==> src/zcd_defs.svh <==
`ifndef CROSS_DETECT_DEFS_SVH
`define CROSS_DETECT_DEFS_SVH
// Timing figures in ns, clock period in ns
`define CLK_PERIOD_NS        4
`define BLANK_TIME_NS        100
`define CROSSING_DELAY_NS    40
`define PULSE_WIDTH_NS       60
// Cycle counts: blanking is a least time (round up), delay and width likewise
`define BLANK_CYCLES         ((`BLANK_TIME_NS + `CLK_PERIOD_NS - 1) / `CLK_PERIOD_NS)
`define CROSSING_CYCLES      ((`CROSSING_DELAY_NS + `CLK_PERIOD_NS - 1) / `CLK_PERIOD_NS)
`define PULSE_CYCLES         ((`PULSE_WIDTH_NS + `CLK_PERIOD_NS - 1) / `CLK_PERIOD_NS)
`define COUNT_W              8
`endif

==> src/zcd_pkg.sv <==
package zcd_pkg;
   typedef enum logic [2:0] {
      ZC_IDLE,
      ZC_BLANK,
      ZC_WAIT_CROSS,
      ZC_DELAY,
      ZC_PULSE,
      ZC_DONE
   } zc_state_type;

   typedef enum logic [1:0] {
      SU_SUPPLY_RISE,
      SU_RAIL_BUILD,
      SU_READY
   } su_state_type;

   // Analog comparator levels seen by the supervision logic
   typedef struct packed {
      logic supply_above_rise;
      logic supply_below_fall;
      logic internal_logic_rail_ok;
      logic negative_gate_rail_ok;
      logic slew_set_pin_open;
   } supply_sense_type;
endpackage

==> src/zero_current_detect_startup.sv <==
`timescale 1ns/100ps
`include "zcd_defs.svh"
// Functional notes
// - Switch command rise starts blanking, no pulse
// - After blanking, watch current sign while high
// - Negative current: crossing, delay, then pulse
// - Positive at blank end: pulse at once
// - Fault held low while supply rises
// - Rails build only above rising threshold
// - Supply dip halts build until recovered
// - Rails ready: release fault, follow command
// - Open slew pin reports a fault
module zero_current_detect_startup #(
   parameter int COUNT_W = `COUNT_W
) (
   // Clock, reset, enable
   input  wire logic                      mclk_i,
   input  wire logic                      rst_n_i,
   input  wire logic                      ce_i,
   // Switch command and current sign (1 = positive drain current)
   input  wire logic                      switch_cmd_i,
   input  wire logic                      current_positive_i,
   // Supply and rail comparators
   input  wire zcd_pkg::supply_sense_type sense_i,
   // Outputs
   output logic                           current_cross_pulse_o,
   output logic                           gate_on_o,
   output logic                           rail_enable_o,
   output logic                           fault_n_o
);
   localparam logic [COUNT_W-1:0] BLANK_N = COUNT_W'(`BLANK_CYCLES);
   localparam logic [COUNT_W-1:0] DELAY_N = COUNT_W'(`CROSSING_CYCLES);
   localparam logic [COUNT_W-1:0] PULSE_N = COUNT_W'(`PULSE_CYCLES);

   zcd_pkg::zc_state_type state;
   logic [COUNT_W-1:0]    count;
   logic                  cmd_prev;
   logic                  cmd_rise;
   logic                  ready;

   // Last cycle of a timed interval
   function automatic logic at_end(input logic [COUNT_W-1:0] c, input logic [COUNT_W-1:0] n);
      at_end = (c == n - COUNT_W'(1));
   endfunction

   // Start-up sequencer; its ready flag gates the switch, its fault output goes to the pin
   startup_seq u_startup (
      .mclk_i        (mclk_i),
      .rst_n_i       (rst_n_i),
      .ce_i          (ce_i),
      .sense_i       (sense_i),
      .rail_enable_o (rail_enable_o),
      .ready_o       (ready),
      .fault_n_o     (fault_n_o)
   );

   // History resets to the idle command level, so leaving reset with the command low never looks like a rise; a command already high counts as one
   assign cmd_rise = switch_cmd_i && !cmd_prev;

   // Command edge history
   always_ff @(posedge mclk_i or negedge rst_n_i) begin
      if (!rst_n_i) begin
         cmd_prev <= 1'b0;
      end else if (ce_i) begin
         cmd_prev <= switch_cmd_i;
      end
   end

   // Gate follows the command only once start-up completes
   always_ff @(posedge mclk_i or negedge rst_n_i) begin
      if (!rst_n_i) begin
         gate_on_o <= 1'b0;
      end else if (ce_i) begin
         gate_on_o <= ready && switch_cmd_i;
      end
   end

   // Detector sequencer; a falling command aborts everything except a running pulse,
   // which completes so the controller always sees the full width
   always_ff @(posedge mclk_i or negedge rst_n_i) begin
      if (!rst_n_i) begin
         state <= zcd_pkg::ZC_IDLE;
         count <= '0;
      end else if (ce_i) begin
         case (state)
            zcd_pkg::ZC_IDLE: begin
               count <= '0;
               if (cmd_rise) begin
                  state <= zcd_pkg::ZC_BLANK;
               end
            end
            zcd_pkg::ZC_BLANK: begin
               count <= count + COUNT_W'(1);
               if (!switch_cmd_i) begin
                  state <= zcd_pkg::ZC_IDLE;
               end else if (at_end(count, BLANK_N)) begin
                  count <= '0;
                  if (current_positive_i) begin
                     state <= zcd_pkg::ZC_PULSE;
                  end else begin
                     state <= zcd_pkg::ZC_WAIT_CROSS;
                  end
               end
            end
            zcd_pkg::ZC_WAIT_CROSS: begin
               count <= '0;
               if (!switch_cmd_i) begin
                  state <= zcd_pkg::ZC_IDLE;
               end else if (current_positive_i) begin
                  state <= zcd_pkg::ZC_DELAY;
               end
            end
            zcd_pkg::ZC_DELAY: begin
               count <= count + COUNT_W'(1);
               if (!switch_cmd_i) begin
                  state <= zcd_pkg::ZC_IDLE;
               end else if (at_end(count, DELAY_N)) begin
                  count <= '0;
                  state <= zcd_pkg::ZC_PULSE;
               end
            end
            zcd_pkg::ZC_PULSE: begin
               count <= count + COUNT_W'(1);
               if (at_end(count, PULSE_N)) begin
                  count <= '0;
                  state <= switch_cmd_i ? zcd_pkg::ZC_DONE : zcd_pkg::ZC_IDLE;
               end
            end
            zcd_pkg::ZC_DONE: begin
               count <= '0;
               if (!switch_cmd_i) begin
                  state <= zcd_pkg::ZC_IDLE;
               end
            end
            default: begin
               state <= zcd_pkg::ZC_IDLE;
               count <= '0;
            end
         endcase
      end
   end

   // Registered pulse output, high only in the pulse state
   always_ff @(posedge mclk_i or negedge rst_n_i) begin
      if (!rst_n_i) begin
         current_cross_pulse_o <= 1'b0;
      end else if (ce_i) begin
         current_cross_pulse_o <= (state == zcd_pkg::ZC_PULSE);
      end
   end

   // Width watch: counts the active cycles of the output so a stretched or cut pulse is caught;
   // it freezes with the clock enable just as the output does
   logic [COUNT_W-1:0] pulse_len;
   always_ff @(posedge mclk_i or negedge rst_n_i) begin
      if (!rst_n_i) begin
         pulse_len <= '0;
      end else if (ce_i) begin
         pulse_len <= current_cross_pulse_o ? pulse_len + COUNT_W'(1) : '0;
      end
   end
endmodule

==> src/startup_seq.sv <==
`timescale 1ns/100ps
`include "zcd_defs.svh"
module startup_seq (
   // Clock and reset
   input  wire logic                   mclk_i,
   input  wire logic                   rst_n_i,
   input  wire logic                   ce_i,
   // Sense inputs
   input  wire zcd_pkg::supply_sense_type sense_i,
   // Outputs
   output logic                        rail_enable_o,
   output logic                        ready_o,
   output logic                        fault_n_o
);
   zcd_pkg::su_state_type state;

   // Sequencer: lockout, rail build, ready
   always_ff @(posedge mclk_i or negedge rst_n_i) begin
      if (!rst_n_i) begin
         state <= zcd_pkg::SU_SUPPLY_RISE;
      end else if (ce_i) begin
         case (state)
            zcd_pkg::SU_SUPPLY_RISE: begin
               if (sense_i.supply_above_rise) begin
                  state <= zcd_pkg::SU_RAIL_BUILD;
               end
            end
            zcd_pkg::SU_RAIL_BUILD: begin
               if (sense_i.supply_below_fall) begin
                  state <= zcd_pkg::SU_SUPPLY_RISE;
               end else if (sense_i.internal_logic_rail_ok && sense_i.negative_gate_rail_ok) begin
                  state <= zcd_pkg::SU_READY;
               end
            end
            zcd_pkg::SU_READY: begin
               if (sense_i.supply_below_fall) begin
                  state <= zcd_pkg::SU_SUPPLY_RISE;
               end
            end
            default: state <= zcd_pkg::SU_SUPPLY_RISE;
         endcase
      end
   end

   // Fault output registered; low until ready and on an open slew pin
   always_ff @(posedge mclk_i or negedge rst_n_i) begin
      if (!rst_n_i) begin
         fault_n_o     <= 1'b0;
         rail_enable_o <= 1'b0;
         ready_o       <= 1'b0;
      end else if (ce_i) begin
         rail_enable_o <= (state != zcd_pkg::SU_SUPPLY_RISE);
         ready_o       <= (state == zcd_pkg::SU_READY);
         fault_n_o     <= (state == zcd_pkg::SU_READY) && !sense_i.slew_set_pin_open;
      end
   end
endmodule

==> config.mk <==
export PLATFORM = sky130hd
export DESIGN_NAME = zero_current_detect_startup
export DESIGN_NICKNAME = d
export VERILOG_FILES = /design/src/zcd_pkg.sv /design/src/zero_current_detect_startup.sv /design/src/startup_seq.sv
export VERILOG_INCLUDE_DIRS = /design/src
export SDC_FILE = /design/constraint.sdc
export NUM_CORES = 1
export LEC_CHECK = 0
export BUFFER_PORTS_ARGS = -buffer_cell sky130_fd_sc_hd__buf_2
export CAP_MARGIN = 25
export CELL_PAD_IN_SITES_DETAIL_PLACEMENT = 1
export CELL_PAD_IN_SITES_GLOBAL_PLACEMENT = 1
export CORE_ASPECT_RATIO = 1.5
export CORE_MARGIN = 2
export CORE_UTILIZATION = 35
export CTS_CLUSTER_SIZE = 20
export DETAILED_ROUTE_END_ITERATION = 8
export MAX_ROUTING_LAYER = met4
export PLACE_DENSITY_LB_ADDON = 0.08
export SYNTH_ARGS = -nofsm -noshare
export SYNTH_HDL_FRONTEND = slang
export SYNTH_SLANG_ARGS = --single-unit
==> constraint.sdc <==
create_clock -name mclk_i -period 2 [get_ports mclk_i]
set_input_delay 0.1 -clock mclk_i [delete_from_list [all_inputs] [get_ports mclk_i]]
set_output_delay 0.1 -clock mclk_i [all_outputs]
set_load 0.01 [all_outputs]
==> results.py <==
metrics = {
    "status": {
        "status": "complete, no violations",
    },
    "layout": {
        "layout_common_cells": "19 x dfrtp_1, 13 x buf_2, 12 x nor2_1",
        "nFillCells": 357,
        "post-route-util_pct": 43.9,
        "fin_nets": 157,
        "multi_input_area_sq_um": 606,
        "seqCellArea_sq_um": 475,
        "area_delta_synth_final_pct": 22.4,
        "final_layout_size_suffix_gt1_share_pct": 23.9,
        "final_common_cell": "dfrtp_1",
        "diodes": 0,
        "design_area_sq_mm": 0.00136,
    },
    "place": {
        "gp_congestion": 0.787,
        "dp_hpwl_um": 2150,
        "placed_cell_area_sq_mm": 0.00129,
        "port_buffers": 13,
    },
    "worst_setup_path": {
        "start_kind": "flip-flop",
        "crit_type": "flip-flop to flip-flop",
        "endpoint_kind": "flip-flop",
        "worstPathArrival_ns": 2.06,
        "rr_worst_depth": 4,
        "crit_path_end": "state[0]",
        "r2r_slack_ns": 0.08,
        "crit-reg2reg-launch": "count[6]",
        "r2r-end": "state[0]",
        "path_max_fanout": 4,
        "crit_start": "count[6]",
        "required_ns": 2.15,
    },
    "detailed_routing": {
        "wirelength_um": 2800,
        "ant_nets": 0,
        "avgRoutedWirePerCell_um": 15.4,
        "drcViolationCount": 0,
        "dr.pass1.iters": 2,
        "dr_total_vias": 983,
        "drt_iter0_drc": 13,
        "via_per_inst": 5.40,
    },
    "min_path": {
        "hold_path.class": "input pin to flip-flop",
    },
    "timing": {
        "fmax_ghz": 0.521,
        "finalSetupTns_ns": 0,
        "relSlewSlack_pct": 69.7,
        "finalHoldViolCount": 0,
        "slew_viol_final": 0,
        "setup_violations": 0,
        "min_period_ns": 1.92,
        "worst_slew_pin_slew_ns": 0.455,
        "period_share_pct": 96.0,
        "rsz0062_at_grt": "false",
        "finalClockSkew_ns": 0.00157,
    },
    "die": {
        "die_h_um": 73.0,
        "rows": 25,
        "die_w_um": 50.0,
        "die-area_sq_mm": 0.00365,
        "core_area_sq_mm": 0.00310,
        "initial_core_util_pct": 35.9,
        "pin_count": 14,
    },
    "clocking": {
        "path_clk_slew_ns": 0.07,
        "htreeDepth": 1,
        "cts_buffers": 3,
        "root_buffer": "clkbuf_8",
        "postCtsSetupBuffers": 0,
        "worstSkewPairLatency_ns": 0.26,
        "clock_sinks": 19,
        "cts_tree": "yes",
        "clk_path_buf_depth": 2,
    },
    "synth": {
        "syn_area_sq_mm": 0.00111,
        "synth-seq-area-share_pct": 42.8,
        "yosysUniqueCellTypes": 35,
        "syn_inst": 117,
        "synth_area_per_cell_sq_um": 9.50,
        "syn_nets": 131,
        "synth-seq-cells": 19,
        "synth_warnings": 0,
    },
    "global_route": {
        "grt_pass1_vias": 1101,
        "antenna_found_initial": 0,
        "grt_max_degree": 20,
        "grt_overflow": 0,
        "grtUsageTotal_pct": 18.7,
        "grt_pass1_wl_um": 5040,
    },
    "pwr": {
        "ir_drop_v": 0.000550,
        "p_per_area_mw_per_mm2": 1170,
        "p_leak_uw": 0.000635,
    },
    "job": {
        "maxCapViolations": 0,
    },
}
## kinds of logic after synthesis
group / synth area share [%]
buffers and inverters: 3.94
flip-flops: 42.8
AND/OR/NAND/NOR: 22.5
multiplexers: 3.72
adder cells (fa/ha/maj): 4.50
AO/OA/AOI/OAI: 22.5
## power by group
group | switching, uW | leakage [uW] | total (uW) | internal [uW]
registers | 102 | 0.000247 | 587 | 485
logic | 389 | 0.000365 | 734 | 345
clock network | 128 | 0.0000228 | 270 | 142
## cells in the mapped netlist (all sizes together)
master,number,area [sq um]
ha,4,50.1
a21oi,6,30.0
buf,2,10.0
and3,4,25.0
a221o,1,10.0
a2bb2oi,1,8.76
mux2,1,11.3
a22o,1,8.76
nor2,12,45.0
nand2b,2,12.5
o211ai,2,20.0
nand2,7,26.3
nand3b,4,30.0
nor3b,1,7.51
clkinv,1,3.75
o2bb2ai,3,26.3
nor4b,2,17.5
o31ai,3,36.3
clkbuf,2,7.51
or4b,1,13.8
mux2i,3,30.0
nor2b,1,6.26
nor4,1,6.26
nor3,5,25.0
a211oi,2,32.5
dfrtp,19,475
nand3,7,35.0
a311o,1,10.0
o21ai,10,50.1
o211a,1,10.0
inv,6,22.5
a21o,1,7.51
## metal layers
metal	share of wire [%]	GRT usage (%)	wire length, um
met1	41	21.6	1140
met2	54	31.9	1510
met3	2.1	2.05	59
met4	3.3	9.26	93
met5	0	-	0
## worst min path at each step
| stage | start | end | slack (ns) | cells past startpoint |
|---|---|---|---|---|
| finish | sense_i[1] | u_startup.state[1] | 0.08 | 3 |
| global route | sense_i[2] | u_startup.state[1] | 0.10 | 3 |
| CTS | sense_i[1] | u_startup.state[1] | 0.08 | 3 |
| detailed placement | rst_n_i | cmd_prev | 0.07 | 1 |
| global placement | rst_n_i | cmd_prev | 0.08 | 1 |
| floorplan | rst_n_i | cmd_prev | -0.20 | 0 |
## per-stage QoR
step	total power, uW	setup slack [ns]	cells	hold WS (ns)
after global routing	1730	0.00145	182	0.103
after CTS	1580	0.0780	182	0.0844
final	1590	0.0804	182	0.0817
after floorplan	1030	0.146	117	-0.196
after detailed placement	1300	0.0948	177	0.0737
after global placement	1270	0.134	177	0.0763
## final cells by class
| class | instances | area share [%] |
|---|---|---|
| Multi-Input combinational cell | 87 | 44.5 |
| Sequential cell | 19 | 35.0 |
| Timing Repair Buffer | 25 | 11.6 |
| Tap cell | 40 | 3.68 |
| Clock buffer | 4 | 3.31 |
| Inverter | 7 | 1.93 |
## registers in the layout, summed over array words and instances, names as in the netlist
signal	flops
cmd_prev	1
count	8
current_cross_pulse_o	1
gate_on_o	1
state	3
u_startup.fault_n_o	1
u_startup.rail_enable_o	1
u_startup.ready_o	1
u_startup.state	2
## critical path, cell delays in order (launching register included)
cell,delay (ns)
dfrtp_1,0.39
or4b_4,0.58
o31ai_4,0.29
o211ai_2,0.18
a221o_1,0.36
## what timing repair did
action / in CTS / in global routing
resized for setup: 0 / 2
setup endpoints to repair: 0 / 9
hold buffers: 1 / 0
endpoints found under the hold margin: 19 / 0
Power figures use the tool's default switching activity.
